==> src/include/dmwd_pkg.sv <==
package dmwd_pkg;

  // ---------------------------------------------------------------
  // Clock and timing
  // ---------------------------------------------------------------
  localparam int CLK_PERIOD_NS = 8;
  localparam int TICK_PERIOD_NS = 1000;
  localparam int TICK_CYCLES = TICK_PERIOD_NS / CLK_PERIOD_NS;

  // ---------------------------------------------------------------
  // Register map, byte addresses
  // ---------------------------------------------------------------
  localparam int ADDR_W = 8;
  localparam logic [ADDR_W-1:0] OFS_CTRL = 8'h00;
  localparam logic [ADDR_W-1:0] OFS_TIMEOUT = 8'h04;
  localparam logic [ADDR_W-1:0] OFS_LOWER = 8'h08;
  localparam logic [ADDR_W-1:0] OFS_KEY = 8'h0c;
  localparam logic [ADDR_W-1:0] OFS_COUNT = 8'h10;
  localparam logic [ADDR_W-1:0] OFS_STATUS = 8'h14;
  localparam logic [ADDR_W-1:0] OFS_MASK = 8'h18;

  // ---------------------------------------------------------------
  // Fields and reset values
  // ---------------------------------------------------------------
  localparam int CTRL_MODE_BIT = 0;
  localparam int CTRL_RESP_BIT = 1;
  localparam int CNT_W_DEF = 16;
  localparam logic [15:0] TIMEOUT_RST = 16'hffff;
  localparam logic [15:0] LOWER_RST = 16'h0000;
  localparam logic [31:0] SERVICE_KEY = 32'h0000_5a3c;
  localparam int EVT_N = 3;
  localparam int EVT_EXPIRED = 0;
  localparam int EVT_BAD_KEY = 1;
  localparam int EVT_EARLY = 2;
  localparam logic [EVT_N-1:0] MASK_RST = 3'h0;

  // ---------------------------------------------------------------
  // Types
  // ---------------------------------------------------------------
  typedef enum logic {
    MODE_SINGLE = 1'b0,
    MODE_WINDOW = 1'b1
  } dmwd_mode_t;

  typedef enum logic {
    RESP_IRQ = 1'b0,
    RESP_RESET = 1'b1
  } dmwd_resp_t;

  typedef struct packed {
    logic read;
    logic write;
    logic [ADDR_W-1:0] address;
    logic [31:0] writedata;
  } dmwd_av_req_t;

  typedef struct packed {
    logic early;
    logic bad_key;
    logic expired;
  } dmwd_evt_t;

endpackage

==> src/design/dmwd_irq.sv <==
`timescale 1ns/1ns
module dmwd_irq #(
  parameter int N = dmwd_pkg::EVT_N
) (
  input wire logic clk_sys,
  input wire logic rst_n,
  input wire logic [N-1:0] set,
  input wire logic [N-1:0] clr,
  input wire logic mask_wr,
  input wire logic [N-1:0] mask_wdata,
  output logic [N-1:0] status,
  output logic [N-1:0] mask,
  output logic irq
);
  import dmwd_pkg::*;

  logic [N-1:0] sts_q;
  logic [N-1:0] mask_q;

  // ---------------------------------------------------------------
  // Sticky bits, set wins over write-one-to-clear
  // ---------------------------------------------------------------
  genvar i;
  generate
    for (i = 0; i < N; i++) begin : g_bit
      always_ff @(posedge clk_sys) begin
        if (!rst_n) begin
          sts_q[i] <= 1'b0;
        end else begin
          sts_q[i] <= set[i] | (sts_q[i] & ~clr[i]);
        end
      end
    end
  endgenerate

  always_ff @(posedge clk_sys) begin
    if (!rst_n) begin
      mask_q <= N'(MASK_RST);
    end else if (mask_wr) begin
      mask_q <= mask_wdata;
    end
  end

  assign status = sts_q;
  assign mask = mask_q;
  assign irq = |(sts_q & mask_q);

endmodule

==> src/design/dmwd_tick.sv <==
`timescale 1ns/1ns
module dmwd_tick #(
  parameter int DIV = dmwd_pkg::TICK_CYCLES
) (
  input wire logic clk_sys,
  input wire logic rst_n,
  output logic tick
);
  import dmwd_pkg::*;

  localparam int CW = (DIV > 1) ? $clog2(DIV) : 1;
  localparam logic [CW-1:0] LAST = CW'(DIV - 1);

  logic [CW-1:0] div_q;
  logic [CW-1:0] div_d;

  initial begin
    if (DIV < 1) begin
      $error("DIV must be at least 1");
    end
  end

  // ---------------------------------------------------------------
  // Divider: one-cycle enable every DIV clocks
  // ---------------------------------------------------------------
  assign tick = (div_q == LAST);
  assign div_d = tick ? '0 : div_q + CW'(1);

  always_ff @(posedge clk_sys) begin
    if (!rst_n) begin
      div_q <= '0;
    end else begin
      div_q <= div_d;
    end
  end

endmodule

==> src/design/dmwd_top.sv <==
// The register addresses and the Avalon-MM interface to the registers were chosen for this implementation.
`timescale 1ns/1ns
module dmwd_top #(
  parameter int CNT_W = dmwd_pkg::CNT_W_DEF,
  parameter int TICK_DIV = dmwd_pkg::TICK_CYCLES
) (
  input wire logic clk_sys,
  input wire logic rst_n,
  input wire dmwd_pkg::dmwd_av_req_t av_req,
  output logic av_waitrequest,
  output logic [31:0] av_readdata,
  output logic warm_reset_o,
  output logic irq_o
);
  import dmwd_pkg::*;

  initial begin
    if (CNT_W < 2 || CNT_W > 16) begin
      $error("CNT_W must lie in 2..16");
    end
  end

  // ---------------------------------------------------------------
  // Bus slave: one wait cycle per access
  // ---------------------------------------------------------------
  logic ack_q;
  logic [31:0] rdata_q;
  logic req;
  logic wr_go;
  logic hit_ctrl;
  logic hit_timeout;
  logic hit_lower;
  logic hit_key;
  logic hit_count;
  logic hit_status;
  logic hit_mask;
  logic [31:0] rmux;

  assign req = av_req.read | av_req.write;
  assign av_waitrequest = req & ~ack_q;
  assign wr_go = av_req.write & ack_q;
  assign hit_ctrl = (av_req.address == OFS_CTRL);
  assign hit_timeout = (av_req.address == OFS_TIMEOUT);
  assign hit_lower = (av_req.address == OFS_LOWER);
  assign hit_key = (av_req.address == OFS_KEY);
  assign hit_count = (av_req.address == OFS_COUNT);
  assign hit_status = (av_req.address == OFS_STATUS);
  assign hit_mask = (av_req.address == OFS_MASK);

  always_ff @(posedge clk_sys) begin
    if (!rst_n) begin
      ack_q <= 1'b0;
      rdata_q <= 32'h0;
    end else begin
      ack_q <= req & ~ack_q;
      if (av_req.read & ~ack_q) begin
        rdata_q <= rmux;
      end
    end
  end

  assign av_readdata = rdata_q;

  // ---------------------------------------------------------------
  // Configuration registers
  // ---------------------------------------------------------------
  dmwd_mode_t mode_q;
  dmwd_resp_t resp_q;
  logic [CNT_W-1:0] timeout_q;
  logic [CNT_W-1:0] lower_q;
  logic ctrl_wr;

  assign ctrl_wr = wr_go & hit_ctrl;

  always_ff @(posedge clk_sys) begin
    if (!rst_n) begin
      mode_q <= MODE_SINGLE;
      resp_q <= RESP_IRQ;
    end else if (ctrl_wr) begin
      mode_q <= dmwd_mode_t'(av_req.writedata[CTRL_MODE_BIT]);
      resp_q <= dmwd_resp_t'(av_req.writedata[CTRL_RESP_BIT]);
    end
  end

  always_ff @(posedge clk_sys) begin
    if (!rst_n) begin
      timeout_q <= TIMEOUT_RST[CNT_W-1:0];
      lower_q <= LOWER_RST[CNT_W-1:0];
    end else begin
      if (wr_go & hit_timeout) begin
        timeout_q <= av_req.writedata[CNT_W-1:0];
      end
      if (wr_go & hit_lower) begin
        lower_q <= av_req.writedata[CNT_W-1:0];
      end
    end
  end

  // ---------------------------------------------------------------
  // Counter and key check
  // ---------------------------------------------------------------
  logic tick;
  logic [CNT_W-1:0] cnt_q;
  logic [CNT_W-1:0] cnt_d;
  logic key_wr;
  logic key_match;
  logic key_good;
  logic in_window;
  logic expire;
  logic restart;
  logic err_any;
  dmwd_evt_t evt;

  dmwd_tick #(
    .DIV(TICK_DIV)
  ) u_tick (
    .clk_sys(clk_sys),
    .rst_n(rst_n),
    .tick(tick)
  );

  assign key_wr = wr_go & hit_key;
  assign key_match = (av_req.writedata == SERVICE_KEY);
  assign in_window = (mode_q == MODE_SINGLE) || (cnt_q >= lower_q);
  assign key_good = key_wr & key_match & in_window;
  assign expire = tick & (cnt_q >= timeout_q) & ~key_wr;

  // wrong key, early key or counter expiry
  assign evt.expired = expire;
  assign evt.bad_key = key_wr & ~key_match;
  // early key exists only in windowed mode
  assign evt.early = key_wr & key_match & ~in_window;
  assign err_any = |evt;
  assign restart = key_wr | expire;

  assign cnt_d = restart ? '0 : (tick ? cnt_q + CNT_W'(1) : cnt_q);

  // counts from reset with no setup
  always_ff @(posedge clk_sys) begin
    if (!rst_n) begin
      cnt_q <= '0;
    end else begin
      cnt_q <= cnt_d;
    end
  end

  // ---------------------------------------------------------------
  // Error response
  // ---------------------------------------------------------------
  logic [EVT_N-1:0] sts;
  logic [EVT_N-1:0] msk;
  logic [EVT_N-1:0] sts_set;
  logic [EVT_N-1:0] sts_clr;
  logic irq_raw;

  assign sts_set = (resp_q == RESP_IRQ) ? evt : '0;
  assign sts_clr = (wr_go & hit_status) ? av_req.writedata[EVT_N-1:0] : '0;

  dmwd_irq #(
    .N(EVT_N)
  ) u_irq (
    .clk_sys(clk_sys),
    .rst_n(rst_n),
    .set(sts_set),
    .clr(sts_clr),
    .mask_wr(wr_go & hit_mask),
    .mask_wdata(av_req.writedata[EVT_N-1:0]),
    .status(sts),
    .mask(msk),
    .irq(irq_raw)
  );

  assign irq_o = irq_raw;

  always_ff @(posedge clk_sys) begin
    if (!rst_n) begin
      warm_reset_o <= 1'b0;
    end else begin
      warm_reset_o <= err_any & (resp_q == RESP_RESET);
    end
  end

  // ---------------------------------------------------------------
  // Read mux
  // ---------------------------------------------------------------
  assign rmux = hit_ctrl ? {30'h0, resp_q, mode_q} :
                hit_timeout ? 32'(timeout_q) :
                hit_lower ? 32'(lower_q) :
                hit_count ? 32'(cnt_q) :
                hit_status ? 32'(sts) :
                hit_mask ? 32'(msk) : 32'h0;

  // ---------------------------------------------------------------
  // Assertions
  // ---------------------------------------------------------------
  logic rst_seen_q;

  always_ff @(posedge clk_sys) begin
    rst_seen_q <= ~rst_n;
  end

  property p_mode_excl;
    @(posedge clk_sys) disable iff (!rst_n)
      evt.early |-> mode_q == MODE_WINDOW && cnt_q < lower_q;
  endproperty
  a_mode_excl: assert property (p_mode_excl)
    else $error("early key flagged outside windowed mode");

  property p_expire;
    @(posedge clk_sys) disable iff (!rst_n)
      tick && cnt_q >= timeout_q && !key_wr && resp_q == RESP_IRQ
      |=> sts[EVT_EXPIRED] && cnt_q == '0;
  endproperty
  a_expire: assert property (p_expire)
    else $error("expiry did not flag and restart");

  property p_resp;
    @(posedge clk_sys) disable iff (!rst_n)
      err_any && !ctrl_wr |=> (warm_reset_o == (resp_q == RESP_RESET))
      && (resp_q == RESP_RESET || (sts & $past(evt)) == $past(evt))
      && (resp_q == RESP_IRQ || (sts & ~$past(sts)) == '0);
  endproperty
  a_resp: assert property (p_resp)
    else $error("error response does not match configuration");

  property p_starts;
    @(posedge clk_sys)
      rst_seen_q && rst_n |-> ##[1:300] cnt_q != '0 || key_wr;
  endproperty
  a_starts: assert property (p_starts)
    else $error("counter did not start after reset");

  property p_window_ok;
    @(posedge clk_sys) disable iff (!rst_n)
      key_wr && key_match && mode_q == MODE_WINDOW && cnt_q >= lower_q
      |=> !warm_reset_o && cnt_q == '0;
  endproperty
  a_window_ok: assert property (p_window_ok)
    else $error("in-window key was not accepted");

  property p_bad_key;
    @(posedge clk_sys) disable iff (!rst_n)
      key_wr && !key_match && resp_q == RESP_RESET |=> warm_reset_o ##1
      !warm_reset_o || $past(err_any);
  endproperty
  a_bad_key: assert property (p_bad_key)
    else $error("wrong key gave no single reset pulse");

  property p_default_mode;
    @(posedge clk_sys) disable iff (!rst_n)
      rst_seen_q || $changed(mode_q) |-> rst_seen_q ?
      mode_q == MODE_SINGLE : $past(ctrl_wr);
  endproperty
  a_default_mode: assert property (p_default_mode)
    else $error("mode not single after reset or changed without write");

  property p_good_key;
    @(posedge clk_sys) disable iff (!rst_n)
      key_good |=> cnt_q == '0 && !warm_reset_o;
  endproperty
  a_good_key: assert property (p_good_key)
    else $error("good key did not restart cleanly");

  property p_one_wait;
    @(posedge clk_sys) disable iff (!rst_n)
      av_waitrequest |=> !req || !av_waitrequest;
  endproperty
  a_one_wait: assert property (p_one_wait)
    else $error("bus access waited more than one cycle");

  property p_window_miss;
    @(posedge clk_sys) disable iff (!rst_n)
      mode_q == MODE_WINDOW && expire && resp_q == RESP_IRQ
      |=> sts[EVT_EXPIRED] && cnt_q == '0;
  endproperty
  a_window_miss: assert property (p_window_miss)
    else $error("missed window was not flagged");

  c_good_key: cover property (@(posedge clk_sys) disable iff (!rst_n)
    key_good ##1 tick);
  c_window_early: cover property (@(posedge clk_sys) disable iff (!rst_n)
    evt.early);
  c_expire_irq: cover property (@(posedge clk_sys) disable iff (!rst_n)
    expire ##1 irq_o);
  c_reset_out: cover property (@(posedge clk_sys) disable iff (!rst_n)
    warm_reset_o);
  c_window_miss: cover property (@(posedge clk_sys) disable iff (!rst_n)
    mode_q == MODE_WINDOW && expire);

endmodule

==> config.mk <==
export PLATFORM = sky130hd
export DESIGN_NAME = dmwd_top
export DESIGN_NICKNAME = d
export VERILOG_FILES = /design/src/include/dmwd_pkg.sv /design/src/design/dmwd_irq.sv /design/src/design/dmwd_tick.sv /design/src/design/dmwd_top.sv
export SDC_FILE = /design/constraint.sdc
export NUM_CORES = 1
export LEC_CHECK = 0
export ABC_CLOCK_PERIOD_IN_PS = 3200
export BUFFER_PORTS_ARGS = -buffer_cell sky130_fd_sc_hd__buf_4
export CAP_MARGIN = 25
export CORE_ASPECT_RATIO = 0.8
export CORE_MARGIN = 3
export CORE_UTILIZATION = 40
export DETAILED_ROUTE_END_ITERATION = 10
export GPL_TIMING_DRIVEN = 0
export PLACE_DENSITY = 0.64
export SLEW_MARGIN = 20
export SYNTH_ARGS = -nofsm -noshare
export SYNTH_HDL_FRONTEND = slang
export SYNTH_HIERARCHICAL = 1
export SYNTH_SLANG_ARGS = --single-unit
==> constraint.sdc <==
create_clock -name clk_sys -period 3.2 [get_ports clk_sys]
set_clock_uncertainty 0.1 [all_clocks]
set_input_delay 0.16 -clock clk_sys [delete_from_list [all_inputs] [get_ports clk_sys]]
set_output_delay 0.16 -clock clk_sys [all_outputs]
set_load 0.02 [all_outputs]
* Yosys cells after proc, flatten, opt, wreduce, memory -nomap -nowiden
Cells that the tools add are included.
** Operators by class
- $add $sub $neg :: 2
- $lt $le $gt $ge :: 2
- Eq/ne operators :: 8
- Mux-type cells :: 8
- Bitwise gates (word level) :: 33
- Reductions and logical operators :: 6
** Operators by type and width (count)
- 16-bit two-way mux :: 4
- 32-bit by 15-bit equality test with 1-bit output (second input constant) :: 1
- 16-bit >= comparator :: 2
- 8-bit by 5-bit equality test with 1-bit output (second input constant) :: 3
- 1-bit bitwise AND :: 18
- 16-bit by 1-bit adder with 16-bit output (second input constant) :: 1
- 8-bit by 4-bit equality test with 1-bit output (second input constant) :: 2
- 3-bit two-way mux :: 4
- 1-bit inverter :: 9
- 8-bit by 3-bit equality test with 1-bit output (second input constant) :: 1
- 8-bit zero test :: 1
- 7-bit by 1-bit adder with 7-bit output (second input constant) :: 1
- 7-bit equality test (second input constant) :: 1
- 3-bit OR reduction :: 2
- 1-bit bitwise OR :: 5
- 2-bit OR reduction :: 2
- 3-bit bitwise AND :: 1
- 1-bit logical OR :: 1
** Word-level totals
- Flip-flop bits (word level) :: 97
- Input port bits :: 44
- Output and inout port bits :: 35
- Logic and storage cells :: 72

* Longest topological paths before layout
- Depth after elaboration :: 7
- Mapped depth :: 10
- Depth with buffers taken out :: 10

* By module
The synthesis kept the hierarchy.
** By module, submodules not included
- dmwd_top :: instances 1, cells an instance 465, area an instance 3948.8 um^2, seq. area each 1361.3 um^2
- dmwd_tick :: instances 1, cells an instance 35, area an instance 317.8 um^2, seq. area each 140.1 um^2
- dmwd_irq :: instances 1, cells an instance 20, area an instance 224.0 um^2, seq. area each 120.1 um^2

* Worst setup path before layout
Ideal clock, no wire load.
- Path kind :: reg-to-reg
- Start :: register cnt_q[13]
- End :: register cnt_q[5]
- Library setup time :: 64 ps
- Data arrival time :: 2064 ps
- Data required time :: 3036 ps
- Slack :: 972 ps
- Stages on the path, launching flop included :: 9
- Cell sequence :: dfxtp_1 > ha_1 > a211oi_1 > o211ai_1 > a221o_1 > o31ai_2 > nand3_2 > buf_2 > nor2_1
** Between the ends
- Word-level cells in the longest chain between the ends :: 5
** Ends and longest elaborated chain
- from (decl) :: RTL line dmwd_top.sv:103 : logic [CNT_W-1:0] cnt_q;
- from (signal assigned) :: RTL line dmwd_top.sv:143 : cnt_q <= cnt_d;
- 16-bit >= comparator :: RTL line dmwd_top.sv:126 : assign expire = tick & (cnt_q >= timeout_q) & ~key_wr;
- 1-bit bitwise AND (2 in a row) :: RTL line dmwd_top.sv:126
- 1-bit bitwise OR :: RTL line dmwd_top.sv:134 : assign restart = key_wr | expire;
- 2-bit OR reduction (no line)
Every way passes these cells.
A chain may end at the register's enable or synchronous reset.

* Worst setup path after layout
- Start :: register cnt_q[13]
- End :: register cnt_q[11]
Same word-level chain as after synthesis.

==> run metrics <==
status=completed; Reg power frac=41.5%; Synth top cells by count=81 x dfxtp_1, 49 x nand2_1, 41 x inv_1; IO Count=between 70 and 80; post-layout util=53.7%; Vias=4092; CTS root buf=clkbuf_16; GRT Overall Usage=between 10% and 20%; post-route DRC violation count=0; clk sinks=81; area of the mapped netlist=4490 µm²; Critical path origin=cnt_q[13]; Die ar.=about 13000 µm²; initial antenna violation count=0; Row Count=33; multiplexer area fraction after synthesis=approximately 4.5%; Synth Area in Simple Gates=between 20% and 30%; CP max stage delay=0.50 ns; Post-Synth Adder-Cell Area=9.75%; DR vias/cell=5.34; Synth area leader=dfxtp_1; Final Hold Fails=0; Clock transition at path regs=0.06 ns; Chip Height=roughly 100 µm; CTS buffer count=9; Worst VDD drop=0.000294 V; share of the clock period used by the worst path=87.6%; Int Pwr=1.94 mW; worst-margin pin slew=just over 0.6 ns; area of the core=10600 µm²; fmax=357 MHz; Synth top area share=between 30% and 40%; CP endpoint kind=flop; Hold WS=0.0205 ns; area grow syn2layout=26.8%; Slowest-stage cell, CP=dfxtp_1; Cells after Synth=520; CTS tree=done; # diodes=0; largest cells by area after synthesis=dfxtp_1 36%, ha_1 9.8%, mux2i_1 4.5%, nand2_1 4.1%, nor2b_1 4.0%; switch share=21.1%; Pwr Density=around 430 nW/µm²; CTS Buffer Depth=2; Crit Path Class=flop to flop; clock share of power=51.4%; Post-Synth XOR/XNOR Area=under 10%; Max Slew Vio Count=0; endpoints failing setup=0; share of post-route cells with drive strength above 1=18.0%; vias in the first global route=3877; count leader, synth=dfxtp_1; Die X=124 µm; Compound-Gate Fraction of Synth Area=16.6%; largest net degree at the start of global routing=18; post-route ant nets=0; RR Startpoint=cnt_q[13]; Final Instance Count excl. Fillers=767; first-pass GRT wire length=19800 µm; Worst-Skew Late Latency=0.34 ns; input/output buffers=62; Pleak=2.62 nW; sequential area share after synthesis=36.1%; synthesis warning total=6; wire per inst=approximately 16 µm; Initial DRC Count=249; required time of the critical path=3.37 ns; syn_area_per_cell=8.64 µm²; total grt overflow=0; setup TNS=0 ns; Inst Count DP=737; Yosys reg bits=81; largest family of logic cells by synthesized area=simple AND/OR/NAND/NOR gates; slew margin rel.=roughly three fifths; Layout Nets=701; Net Sw Power=0.519 mW; Pre-antenna DRT Iters=5; synth unique cells=58; CP Launch Type=flop; Critical Path AT=between 2 and 3 ns; Starting Density=between 40% and 50%; Main synth FF type=dfxtp_1; crit-path cells=ha_1, a211oi_1, o211ai_1, a221o_1, o31ai_2, nand3_2, buf_2, nor2_1; GP Congestion=0.870; Max FO, Critical Path=10; Hold WC Path Type=primary input to flop; fillers=988; final WL=approximately 12000 µm; CTS H-tree depth=3; RSZ-0062 raised after global routing=no; Post-synth EDFFs=0; Combinational Power Share=roughly 7.1%; asr flop ratio synth=0%; Post-DP HPWL=9450 µm; MaxCap Viol Count=0; post-layout min period=2.80 ns; Post CTS Setup Buffer Count=0; Hold Startpoint=av_req[2]
==> kinds of logic after synthesis <==
logic type	count (synthesis)
AO/OA/AOI/OAI	107
AND/OR/NAND/NOR	184
multiplexers	20
other	1
adder cells (fa/ha/maj)	35
XOR/XNOR	18
buffers and inverters	74
flip-flops	81
==> cell type report <==
type | count | area [µm²] | area share [%]
Clock inverter | 7 | 143 | 2.50
Sequential cell | 81 | 1620 | 28.5
Clock buffer | 9 | 225 | 3.95
Multi-Input combinational cell | 380 | 2560 | 44.9
Inverter | 41 | 154 | 2.70
Timing Repair Buffer | 76 | 606 | 10.6
Buffer | 33 | 213 | 3.73
Tap cell | 140 | 175 | 3.08
==> power by group through the flow <==
| stage | clock, mW | combinational, mW | sequential (mW) |
|---|---|---|---|
| detailed placement | 0 | 0.160 | 1.04 |
| global route | 1.32 | 0.189 | 1.02 |
| CTS | 1.29 | 0.174 | 1.02 |
| finish | 1.26 | 0.175 | 1.02 |
| global placement | 0 | 0.158 | 1.04 |
| floorplan | 0 | 0.0798 | 1.04 |
==> worst max-delay path, delay by kind of cell (launching register included) <==
kind                     cells  cell delay, ns
AO/OA/AOI/OAI                4            1.20
adder cells (fa/ha/maj)      1            0.33
buffers and inverters        1            0.25
flip-flops                   1            0.50
AND/OR/NAND/NOR              2            0.36
==> metal layers <==
layer / up-vias / track usage, % / share of wire, %
met3: 21 / 4.71 / 7.7
met5: - / 0 / 0
met2: 157 / 31.0 / 42
met1: 1907 / 27.6 / 48
met4: 0 / 5.90 / 2.0
li1: 2007 / - / -
==> metrics by stage <==
stage               setup WS [ns]  power, mW  area [µm²]
floorplan                   0.972       1.12        4550
global placement            0.494       1.20        5190
detailed placement          0.406       1.20        5190
CTS                         0.374       2.48        5700
global route                0.258       2.53        5700
finish                      0.396       2.46        5700
==> worst paths after layout <==
kind,cells after the start,end,slack [ns]
max,8,cnt_q[11],0.40
min reg2reg,2,av_readdata[3],0.35
min,3,timeout_q[2],0.02
max reg2reg,8,cnt_q[11],0.40
==> layout by cell type, fill, tap and decap left out, types with 6 or more instances in the layout <==
master         count
inv_1             41
clkbuf_16          9
clkbuf_1           7
nand4_1           16
mux2i_1           20
dlygate4sd3_1     14
xnor2_1            6
ha_1              35
a21o_1            12
nor2_1            40
nor4_1             6
xor2_1            12
a22oi_1           12
conb_1            16
buf_4             82
nand3_1           13
o21ai_0            9
dfxtp_1           81
a21oi_1           21
o211ai_1          19
nor2b_1           29
nand2_1           49
==> registers in the layout (all words and copies together) (netlist names) <==
name and flops:
ack_q 1, av_readdata 16, cnt_q 16, lower_q 16, mode_q 1, resp_q 1
timeout_q 16, u_irq/mask 3, u_irq/status 3, u_tick/div_q 7, warm_reset_o 1
==> timing repair <==
item,4_1_cts,5_1_grt
gates resized for setup,0,0
hold buffers,14,0
setup endpoints to repair,0,0
endpoints found under the hold margin,16,0
(Power assumes the default switching activity.)
